`src/core/dicc_pkg.sv`:
```
// shared constants for the idle-command and clock-change link
package dicc_pkg;
	// ************************************************************
	// command encodings {ras_n, cas_n, we_n}, sent with cs_n low; CMD_DES is {cs_n, ras_n, cas_n, we_n}
	// ************************************************************
	localparam logic [2:0] CMD_MODE_WR = 3'b000;
	localparam logic [2:0] CMD_REF  = 3'b001;
	localparam logic [2:0] CMD_PRE  = 3'b010;
	localparam logic [2:0] CMD_ACT  = 3'b011;
	localparam logic [2:0] CMD_WR   = 3'b100;
	localparam logic [2:0] CMD_RD   = 3'b101;
	localparam logic [2:0] CMD_NO_OP = 3'b111;
	localparam logic [3:0] CMD_DES  = 4'hf;
	// ************************************************************
	// mode register selects and address bit positions
	// ************************************************************
	localparam logic [2:0] BA_MR    = 3'h0;
	localparam logic [2:0] BA_EMR1  = 3'h1;
	localparam logic [2:0] BA_EMR2  = 3'h2;
	localparam int         DLL_RST_BIT           = 8;
	localparam int         HI_TEMP_SELF_REFRESH_BIT = 7;
	localparam int         ALL_BANKS_BIT         = 10;
	localparam int         ADDR_W   = 13;
	localparam int         BA_W     = 3;
	// ************************************************************
	// register map of the controller
	// ************************************************************
	localparam logic [7:0] REG_CTRL   = 8'h00;
	localparam logic [7:0] REG_CKDIV  = 8'h04;
	localparam logic [7:0] REG_MODE   = 8'h08;
	localparam logic [7:0] REG_STATUS = 8'h0c;
	localparam int         CTRL_START = 0;
	localparam int         CTRL_HOT   = 1;
	localparam int         CTRL_HTS   = 2;
	localparam int         CTRL_MRUPD = 3;
	localparam int         CTRL_TERM  = 4;
	localparam logic [7:0] CKDIV_RST  = 8'h02;
	localparam logic [1:0] RESP_OKAY  = 2'b00;
	localparam logic [1:0] RESP_SLVERR = 2'b10;
	// ************************************************************
	// timing
	// ************************************************************
	localparam int         CLK_PERIOD_PS  = 25000;
	localparam int         REFI_NORM_NS   = 7800;
	localparam int         REFI_HOT_NS    = 3900;
	localparam int         REFI_NORM_CYC  = (REFI_NORM_NS * 1000) / CLK_PERIOD_PS;
	localparam int         REFI_HOT_CYC   = (REFI_HOT_NS * 1000) / CLK_PERIOD_PS;
	localparam int         PD_WAIT_CK     = 2;
	localparam int         PRE_WAIT_CK    = 2;
	localparam int         STABLE_CK      = 4;
	localparam int         LOCK_CK        = 200;
	localparam int         BURST_CK       = 2;
endpackage

```
`src/core/dicc_link_if.sv`:
```
// link pins between controller and memory device
`timescale 1ns/10ps
interface dicc_link_if;
	logic        ck;
	logic        cke;
	logic        on_die_termination_ctl;
	logic        cs_n;
	logic        ras_n;
	logic        cas_n;
	logic        we_n;
	logic [2:0]  ba;
	logic [12:0] addr;

	modport ctl (
		output ck,
		output cke,
		output on_die_termination_ctl,
		output cs_n,
		output ras_n,
		output cas_n,
		output we_n,
		output ba,
		output addr
	);
	modport mem (
		input  ck,
		input  cke,
		input  on_die_termination_ctl,
		input  cs_n,
		input  ras_n,
		input  cas_n,
		input  we_n,
		input  ba,
		input  addr
	);
endinterface

```
`src/core/dicc_ctrl.sv`:
```
// controller end: axi4-lite registers, clock divider, command sequencer
//
// Our own choices: the address map and the AXI4-Lite slave port.
`timescale 1ns/10ps
// Notes on behaviour
// - change clock only in precharge power-down
// - wait two clocks after clock enable low
// - new clock within speed-grade limits
// - termination and clock enable held low
// - stable new clock before power-down exit
// - reset dll by extended mode write
// - optional mode write for new latencies
// - termination off during dll relock
// - device normal after dll lock time
// - cs low, others high decodes no-op
// - no-op never stops running burst
// - controller sends no-ops when idle
// - cs high is deselect, others ignored
// - hot operation doubles refresh rate
// - extended register bit picks hot self-refresh
// - low enable with no-op enters power-down
// - dll off in precharge power-down
module dicc_ctrl #(
	parameter logic [7:0] CKDIV_MIN = 8'h02,
	parameter logic [7:0] CKDIV_MAX = 8'h08,
	parameter int         LOCK_CK   = dicc_pkg::LOCK_CK
) (
	input  wire logic        aclk,
	input  wire logic        aresetn,
	input  wire logic [7:0]  awaddr,
	input  wire logic        awvalid,
	output logic             awready,
	input  wire logic [31:0] wdata,
	input  wire logic [3:0]  wstrb,
	input  wire logic        wvalid,
	output logic             wready,
	output logic [1:0]       bresp,
	output logic             bvalid,
	input  wire logic        bready,
	input  wire logic [7:0]  araddr,
	input  wire logic        arvalid,
	output logic             arready,
	output logic [31:0]      rdata,
	output logic [1:0]       rresp,
	output logic             rvalid,
	input  wire logic        rready,
	dicc_link_if.ctl         link
);
	typedef enum logic [3:0] {
		S_IDLE, S_PRE, S_PDWAIT, S_FCHG, S_STAB, S_EXIT, S_EMR, S_MR, S_EMR2, S_RELOCK
	} dicc_state_e;

	function automatic logic [31:0] dicc_merge(input logic [31:0] old_v,
	                                           input logic [31:0] new_v,
	                                           input logic [3:0]  be);
		logic [31:0] m;
		m = {{8{be[3]}}, {8{be[2]}}, {8{be[1]}}, {8{be[0]}}};
		return (old_v & ~m) | (new_v & m);
	endfunction

	dicc_state_e  state_q;
	logic         aw_hold_q;
	logic         w_hold_q;
	logic [7:0]   awaddr_q;
	logic [31:0]  wdata_q;
	logic [3:0]   wstrb_q;
	logic [4:1]   ctrl_q;
	logic [7:0]   ckdiv_q;
	logic [12:0]  mode_reg_q;
	logic         start_q;
	logic [31:0]  ctrl_m;
	logic [31:0]  ckdiv_m;
	logic [31:0]  mode_m;
	logic         wr_do;
	logic [7:0]   div_q;
	logic [7:0]   half_cnt_q;
	logic         fall;
	logic [15:0]  cnt_q;
	logic [15:0]  ref_cnt_q;
	logic         ref_due_q;

	assign wr_do   = aw_hold_q & w_hold_q & ~bvalid;
	assign ctrl_m  = dicc_merge({27'h0, ctrl_q, 1'b0}, wdata_q, wstrb_q);
	assign ckdiv_m = dicc_merge({24'h0, ckdiv_q}, wdata_q, wstrb_q);
	assign mode_m  = dicc_merge({19'h0, mode_reg_q}, wdata_q, wstrb_q);

	// ************************************************************
	// axi4-lite write channel
	// ************************************************************
	always_ff @(posedge aclk) begin
		if (!aresetn) begin
			awready   <= 1'b0;
			wready    <= 1'b0;
			aw_hold_q <= 1'b0;
			w_hold_q  <= 1'b0;
			awaddr_q  <= '0;
			wdata_q   <= '0;
			wstrb_q   <= '0;
			bvalid    <= 1'b0;
			bresp     <= dicc_pkg::RESP_OKAY;
		end else begin
			awready <= ~(awvalid & awready) & ~aw_hold_q & ~bvalid;
			wready  <= ~(wvalid & wready) & ~w_hold_q & ~bvalid;
			if (awvalid && awready) begin
				aw_hold_q <= 1'b1;
				awaddr_q  <= awaddr;
			end
			if (wvalid && wready) begin
				w_hold_q <= 1'b1;
				wdata_q  <= wdata;
				wstrb_q  <= wstrb;
			end
			if (wr_do) begin
				aw_hold_q <= 1'b0;
				w_hold_q  <= 1'b0;
				bvalid    <= 1'b1;
				bresp     <= dicc_pkg::RESP_OKAY;
				if (awaddr_q != dicc_pkg::REG_CTRL && awaddr_q != dicc_pkg::REG_CKDIV &&
				    awaddr_q != dicc_pkg::REG_MODE)
					bresp <= dicc_pkg::RESP_SLVERR;
				if (awaddr_q == dicc_pkg::REG_CKDIV &&
				    (ckdiv_m[7:0] < CKDIV_MIN || ckdiv_m[7:0] > CKDIV_MAX))
					bresp <= dicc_pkg::RESP_SLVERR;
			end else if (bvalid && bready) begin
				bvalid <= 1'b0;
			end
		end
	end

	// ************************************************************
	// registers
	// ************************************************************
	always_ff @(posedge aclk) begin
		if (!aresetn) begin
			ctrl_q     <= '0;
			ckdiv_q    <= dicc_pkg::CKDIV_RST;
			mode_reg_q <= '0;
			start_q    <= 1'b0;
		end else begin
			if (state_q == S_PRE)
				start_q <= 1'b0;
			if (wr_do && awaddr_q == dicc_pkg::REG_CTRL) begin
				ctrl_q <= ctrl_m[4:1];
				if (ctrl_m[dicc_pkg::CTRL_START] && state_q == S_IDLE)
					start_q <= 1'b1;
			end
			if (wr_do && awaddr_q == dicc_pkg::REG_CKDIV &&
			    ckdiv_m[7:0] >= CKDIV_MIN && ckdiv_m[7:0] <= CKDIV_MAX)
				ckdiv_q <= ckdiv_m[7:0];
			if (wr_do && awaddr_q == dicc_pkg::REG_MODE)
				mode_reg_q <= mode_m[12:0];
		end
	end

	// ************************************************************
	// axi4-lite read channel
	// ************************************************************
	always_ff @(posedge aclk) begin
		if (!aresetn) begin
			arready <= 1'b0;
			rvalid  <= 1'b0;
			rdata   <= '0;
			rresp   <= dicc_pkg::RESP_OKAY;
		end else begin
			arready <= ~(arvalid & arready) & ~rvalid;
			if (arvalid && arready) begin
				rvalid <= 1'b1;
				rresp  <= dicc_pkg::RESP_OKAY;
				unique case (araddr)
					dicc_pkg::REG_CTRL:   rdata <= {27'h0, ctrl_q, 1'b0};
					dicc_pkg::REG_CKDIV:  rdata <= {24'h0, ckdiv_q};
					dicc_pkg::REG_MODE:   rdata <= {19'h0, mode_reg_q};
					dicc_pkg::REG_STATUS: rdata <= {16'h0, div_q, 6'h0, ~link.cke,
					                                state_q != S_IDLE};
					default: begin
						rdata <= '0;
						rresp <= dicc_pkg::RESP_SLVERR;
					end
				endcase
			end else if (rvalid && rready) begin
				rvalid <= 1'b0;
			end
		end
	end

	// ************************************************************
	// link clock divider
	// ************************************************************
	assign fall = (half_cnt_q == 8'h01) & link.ck;

	always_ff @(posedge aclk) begin
		if (!aresetn) begin
			link.ck    <= 1'b0;
			half_cnt_q <= dicc_pkg::CKDIV_RST;
			div_q      <= dicc_pkg::CKDIV_RST;
		end else begin
			if (fall && state_q == S_FCHG)
				div_q <= ckdiv_q;
			if (half_cnt_q == 8'h01) begin
				link.ck    <= ~link.ck;
				half_cnt_q <= (fall && state_q == S_FCHG) ? ckdiv_q : div_q;
			end else begin
				half_cnt_q <= half_cnt_q - 8'h01;
			end
		end
	end

	// ************************************************************
	// refresh timer
	// ************************************************************
	always_ff @(posedge aclk) begin
		if (!aresetn) begin
			ref_cnt_q <= '0;
			ref_due_q <= 1'b0;
		end else begin
			if (fall && state_q == S_IDLE && ref_due_q)
				ref_due_q <= 1'b0;
			if (ref_cnt_q >= (ctrl_q[dicc_pkg::CTRL_HOT] ? 16'(dicc_pkg::REFI_HOT_CYC - 1)
			                                              : 16'(dicc_pkg::REFI_NORM_CYC - 1))) begin
				ref_cnt_q <= '0;
				ref_due_q <= 1'b1;
			end else begin
				ref_cnt_q <= ref_cnt_q + 16'h1;
			end
		end
	end

	// ************************************************************
	// command sequencer, updates on link clock fall
	// ************************************************************
	always_ff @(posedge aclk) begin
		if (!aresetn) begin
			state_q    <= S_IDLE;
			cnt_q      <= '0;
			link.cke   <= 1'b1;
			link.on_die_termination_ctl <= 1'b0;
			{link.cs_n, link.ras_n, link.cas_n, link.we_n} <= dicc_pkg::CMD_DES;
			link.ba    <= '0;
			link.addr  <= '0;
		end else if (fall) begin
			{link.cs_n, link.ras_n, link.cas_n, link.we_n} <= {1'b0, dicc_pkg::CMD_NO_OP};
			link.ba   <= '0;
			link.addr <= '0;
			link.on_die_termination_ctl <= ctrl_q[dicc_pkg::CTRL_TERM] && state_q == S_IDLE &&
			                               !start_q;
			cnt_q <= cnt_q + 16'h1;
			unique case (state_q)
				S_IDLE: begin
					cnt_q <= '0;
					if (ref_due_q) begin
						{link.cs_n, link.ras_n, link.cas_n, link.we_n} <= {1'b0, dicc_pkg::CMD_REF};
					end else if (start_q) begin
						{link.cs_n, link.ras_n, link.cas_n, link.we_n} <= {1'b0, dicc_pkg::CMD_PRE};
						link.addr[dicc_pkg::ALL_BANKS_BIT] <= 1'b1;
						state_q <= S_PRE;
					end
				end
				S_PRE: begin
					if (cnt_q == 16'(dicc_pkg::PRE_WAIT_CK - 1)) begin
						link.cke <= 1'b0;
						cnt_q    <= '0;
						state_q  <= S_PDWAIT;
					end
				end
				S_PDWAIT: begin
					if (cnt_q == 16'(dicc_pkg::PD_WAIT_CK - 1)) begin
						cnt_q   <= '0;
						state_q <= S_FCHG;
					end
				end
				S_FCHG: begin
					cnt_q   <= '0;
					state_q <= S_STAB;
				end
				S_STAB: begin
					if (cnt_q == 16'(dicc_pkg::STABLE_CK - 1)) begin
						link.cke <= 1'b1;
						state_q  <= S_EXIT;
					end
				end
				S_EXIT: begin
					{link.cs_n, link.ras_n, link.cas_n, link.we_n} <= {1'b0, dicc_pkg::CMD_MODE_WR};
					link.ba <= dicc_pkg::BA_EMR1;
					link.addr[dicc_pkg::DLL_RST_BIT] <= 1'b1;
					state_q <= ctrl_q[dicc_pkg::CTRL_MRUPD] ? S_MR : S_EMR2;
				end
				S_MR: begin
					{link.cs_n, link.ras_n, link.cas_n, link.we_n} <= {1'b0, dicc_pkg::CMD_MODE_WR};
					link.ba   <= dicc_pkg::BA_MR;
					link.addr <= mode_reg_q;
					state_q   <= S_EMR2;
				end
				S_EMR2: begin
					{link.cs_n, link.ras_n, link.cas_n, link.we_n} <= {1'b0, dicc_pkg::CMD_MODE_WR};
					link.ba <= dicc_pkg::BA_EMR2;
					link.addr[dicc_pkg::HI_TEMP_SELF_REFRESH_BIT] <= ctrl_q[dicc_pkg::CTRL_HTS];
					cnt_q   <= '0;
					state_q <= S_RELOCK;
				end
				S_RELOCK: begin
					if (cnt_q == 16'(LOCK_CK))
						state_q <= S_IDLE;
				end
				default: state_q <= S_IDLE;
			endcase
		end
	end
endmodule

```
`src/flat_wrapper.sv`:
```
// flat-port wrapper written by rule: the top's interface ports become plain ports
module dicc_ctrl_flat 
#(
	parameter logic [7:0] CKDIV_MIN = 8'h02,
	parameter logic [7:0] CKDIV_MAX = 8'h08,
	parameter int         LOCK_CK   = dicc_pkg::LOCK_CK
)
  (aclk, aresetn, awaddr, awvalid, awready, wdata, wstrb, wvalid, wready, bresp, bvalid, bready, araddr, arvalid, arready, rdata, rresp, rvalid, rready, link_ck, link_cke, link_on_die_termination_ctl, link_cs_n, link_ras_n, link_cas_n, link_we_n, link_ba, link_addr);
  dicc_link_if link_i ();
  input  wire logic aclk;
  input  wire logic aresetn;
  input  wire logic [7:0] awaddr;
  input  wire logic awvalid;
  output logic awready;
  input  wire logic [31:0] wdata;
  input  wire logic [3:0] wstrb;
  input  wire logic wvalid;
  output logic wready;
  output logic [1:0] bresp;
  output logic bvalid;
  input  wire logic bready;
  input  wire logic [7:0] araddr;
  input  wire logic arvalid;
  output logic arready;
  output logic [31:0] rdata;
  output logic [1:0] rresp;
  output logic rvalid;
  input  wire logic rready;
  output wire logic [$bits(link_i.ck)-1:0] link_ck;
  output wire logic [$bits(link_i.cke)-1:0] link_cke;
  output wire logic [$bits(link_i.on_die_termination_ctl)-1:0] link_on_die_termination_ctl;
  output wire logic [$bits(link_i.cs_n)-1:0] link_cs_n;
  output wire logic [$bits(link_i.ras_n)-1:0] link_ras_n;
  output wire logic [$bits(link_i.cas_n)-1:0] link_cas_n;
  output wire logic [$bits(link_i.we_n)-1:0] link_we_n;
  output wire logic [$bits(link_i.ba)-1:0] link_ba;
  output wire logic [$bits(link_i.addr)-1:0] link_addr;
  assign link_ck = link_i.ck;
  assign link_cke = link_i.cke;
  assign link_on_die_termination_ctl = link_i.on_die_termination_ctl;
  assign link_cs_n = link_i.cs_n;
  assign link_ras_n = link_i.ras_n;
  assign link_cas_n = link_i.cas_n;
  assign link_we_n = link_i.we_n;
  assign link_ba = link_i.ba;
  assign link_addr = link_i.addr;
  dicc_ctrl #(.CKDIV_MIN(CKDIV_MIN), .CKDIV_MAX(CKDIV_MAX), .LOCK_CK(LOCK_CK)) u_core (.aclk(aclk), .aresetn(aresetn), .awaddr(awaddr), .awvalid(awvalid), .awready(awready), .wdata(wdata), .wstrb(wstrb), .wvalid(wvalid), .wready(wready), .bresp(bresp), .bvalid(bvalid), .bready(bready), .araddr(araddr), .arvalid(arvalid), .arready(arready), .rdata(rdata), .rresp(rresp), .rvalid(rvalid), .rready(rready), .link(link_i));
endmodule
```
`config.mk`:
```
export PLATFORM = sky130hd
export DESIGN_NAME = dicc_ctrl_flat
export DESIGN_NICKNAME = d
export VERILOG_FILES = /design/src/core/dicc_pkg.sv /design/src/core/dicc_link_if.sv /design/src/core/dicc_ctrl.sv /design/src/flat_wrapper.sv
export SDC_FILE = /design/constraint.sdc
export NUM_CORES = 1
export LEC_CHECK = 0
export BUFFER_PORTS_ARGS = -buffer_cell sky130_fd_sc_hd__buf_4
export CAP_MARGIN = 20
export CORE_ASPECT_RATIO = 1.4
export CORE_UTILIZATION = 35
export CTS_CLUSTER_SIZE = 28
export DETAILED_ROUTE_END_ITERATION = 6
export PLACE_DENSITY_LB_ADDON = 0.12
export SETUP_SLACK_MARGIN = 0.4
export SLEW_MARGIN = 0
export SYNTH_ARGS = -nofsm -noshare
export SYNTH_HDL_FRONTEND = slang
export SYNTH_SLANG_ARGS = --single-unit
```
`constraint.sdc`:
```
create_clock -name aclk -period 2.5 [get_ports aclk]
set_input_delay 0.125 -clock aclk [delete_from_list [all_inputs] [get_ports aclk]]
set_output_delay 0.125 -clock aclk [all_outputs]
set_load 0.01 [all_outputs]
```
==> results.txt <==
Cells after Synth: 737
Total Power: 0.005795 W
EDFF count, synth: 0
Seq/Total Area, Yosys: 0.4742
area grow syn2layout: 32.33%
area leader, netlist: dfxtp_1
Required @ worst endpoint: 2830 ps
post-synth top area share: 0.4742
final hold vios: 0
Crit. End Element: flip-flop
Crit Path Class: flip-flop to flip-flop
GP Congestion: 0.8588
Max Fclk: 459.6 MHz
Final period util: 0.8703
n_diodes: 0
Max Cap Viol: 0
min cycle time layout: 2176 ps
first-pass GRT wire length: 26490 um
CTS tree: built
largest net degree at the start of global routing: 54
Hold WC Path Type: input pin to flip-flop
Synth Register Bits: 149
DRC Markers: 0
hold_ws: 162.7 ps
Area after DPL: 7153 um^2
worst vdd ir: 432.4 uV
Worst-Skew Late Latency: 420 ps
WL final: 16530 um
Finished Cell Area: 8323 um^2
Initial DRC Count: 240
headroom to the max-slew limit: 0.4770
final design utilization: 0.4763
CTS Root Cell: clkbuf_16
num rows: 57
vias in the first global route: 5395
Startpoint Class: flip-flop
Routed Antenna Nets: 0
Final Setup Violations: 0
CP max FO: 3
Distinct cells, synth: 56
filler cell count in the final layout: 1715
synthesized area: 6290 um^2
initial core utilization: 0.3600
Async SR Flop Fraction: 0
PwrDens: 696.3 nW/um^2
top post-synthesis cells by area: dfxtp_1 47%, nand2_1 7.4%, mux2i_1 4.9%, a21oi_1 4.8%, nor2_1 4.2%
clock buffer depth: 2
via count: 5384
die area: 18520 um^2
Die X: 115.3 um
skew final: 12.97 ps
unrepaired setup endpoints after global routing: true
CTS sink count: 149
IO Pins: 123
initial antenna violation count: 0
outcome: completed
Global Route Usage Sum: 0.1871
Routed WL per cell: 14.93 um
IO Port Bufs: 82
DR vias/cell: 4.864
CTS buffer count: 17
multi-input logic area: 3263 um^2
core area: 17470 um^2
clock slew at reported path FFs: 60 ps
Syn. warnings: 0
data arrival time of the worst path: 2510 ps
Slew Limit Fails: 0
H-tree Lvls: 4
layout cells sized above 1: 0.2067
Leak Pwr: 3.299 nW
most frequent cells after synthesis: 149 x dfxtp_1, 124 x nand2_1, 71 x nor2_1
DRT Pass-1 Iters: 4
syn_area_per_cell: 8.534 um^2
Register Area: 2992 um^2
HPWL after DPL: 11760 um
Final nets: 929
worst slew pin tran: 784.5 ps
final setup TNS: 0 ps
global route overflow: 0
most frequent cell after synthesis: dfxtp_1
Top FF cell, synth: dfxtp_1
Die H: 160.6 um
-- final cells by class --
cell class	count	share of cell area
Clock buffer	23	0.05983
Clock inverter	8	0.01458
Inverter	14	0.006314
Multi-Input combinational cell	546	0.3921
Sequential cell	149	0.3594
Tap cell	236	0.03548
Timing Repair Buffer	131	0.1323
-- cells in the final DEF, fill, tap and decap left out, types with 4 or more instances in the layout --
cell / instances
dfxtp_1: 142
nand2_1: 124
buf_4: 99
nor2_1: 70
a21oi_1: 60
nand3_1: 37
o21ai_0: 36
mux2i_1: 27
dlygate4sd3_1: 26
conb_1: 25
xor2_1: 17
clkbuf_16: 17
inv_1: 12
xnor2_1: 12
nor3_1: 11
a22oi_1: 10
ha_1: 9
nand2b_1: 8
nor4_1: 7
and2_1: 7
dfxtp_2: 7
or4_1: 6
nand3b_1: 6
nand4_1: 5
and3_1: 5
clkbuf_8: 5
or4b_4: 4
or4_4: 4
-- layer usage --
metal	share of wire	GRT usage	routed length [um]	up-vias
li1	-	-	-	2747
met1	0.42	0.2158	7010	2528
met2	0.53	0.3278	8811	99
met3	0.032	0.04113	535	10
met4	0.010	0.08028	171	0
met5	0	0	0	-
-- metrics by stage --
| stage | setup slack, ps | std cells |
|---|---|---|
| global placement | 246.3 | 1041 |
| detailed placement | 194.0 | 1041 |
| floorplan | 376.4 | 761 |
| global route | 291.3 | 1107 |
| finish | 324.2 | 1107 |
| CTS | 295.0 | 1104 |
-- cell families (layout without fill, tap and decap cells) --
kind of cell | after synthesis | after routing | synth area share
XOR/XNOR | 29 | 29 | 0.04038
multiplexers | 31 | 31 | 0.04933
AO/OA/AOI/OAI | 136 | 136 | 0.1283
adder cells (fa/ha/maj) | 11 | 11 | 0.02188
buffers and inverters | 66 | 176 | 0.05112
other | 1 | 25 | 0.0005962
flip-flops | 149 | 149 | 0.4742
AND/OR/NAND/NOR | 314 | 314 | 0.2341
-- worst max-delay path: stages, from the launching register on --
cell and delay (ps):
dfxtp_2 320, or4_4 550, or4_4 530, a211oi_4 250, o211ai_2 190, a221oi_2 260
-- final timing paths --
check                         to  cells past startpoint           startpoint  slack, ps
min reg2reg  u_core.ref_cnt_q[0]                      1  u_core.ref_cnt_q[0]        450
max reg2reg    u_core.state_q[1]                      5     u_core.cnt_q[13]        320
min           u_core.awaddr_q[1]                      4              awvalid        160
max            u_core.state_q[1]                      5     u_core.cnt_q[13]        320
-- power by group --
part           leakage (nW)  switching [W]  internal (W)  total [W]
clock                 0.305       0.000953       0.00169    0.00265
sequential             1.21      0.0000999       0.00248    0.00258
combinational          1.78       0.000317      0.000256   0.000573
-- repair_timing --
item / in CTS / in global routing
hold endpoints to repair: 26 / 0
cloned: 1 / 0
hold buffers: 26 / 0
setup endpoints to repair: 46 / 69
resized for setup: 20 / 26
setup buffers: 5 / 3
pin swaps: 8 / 9
(Power assumes the default switching activity.)
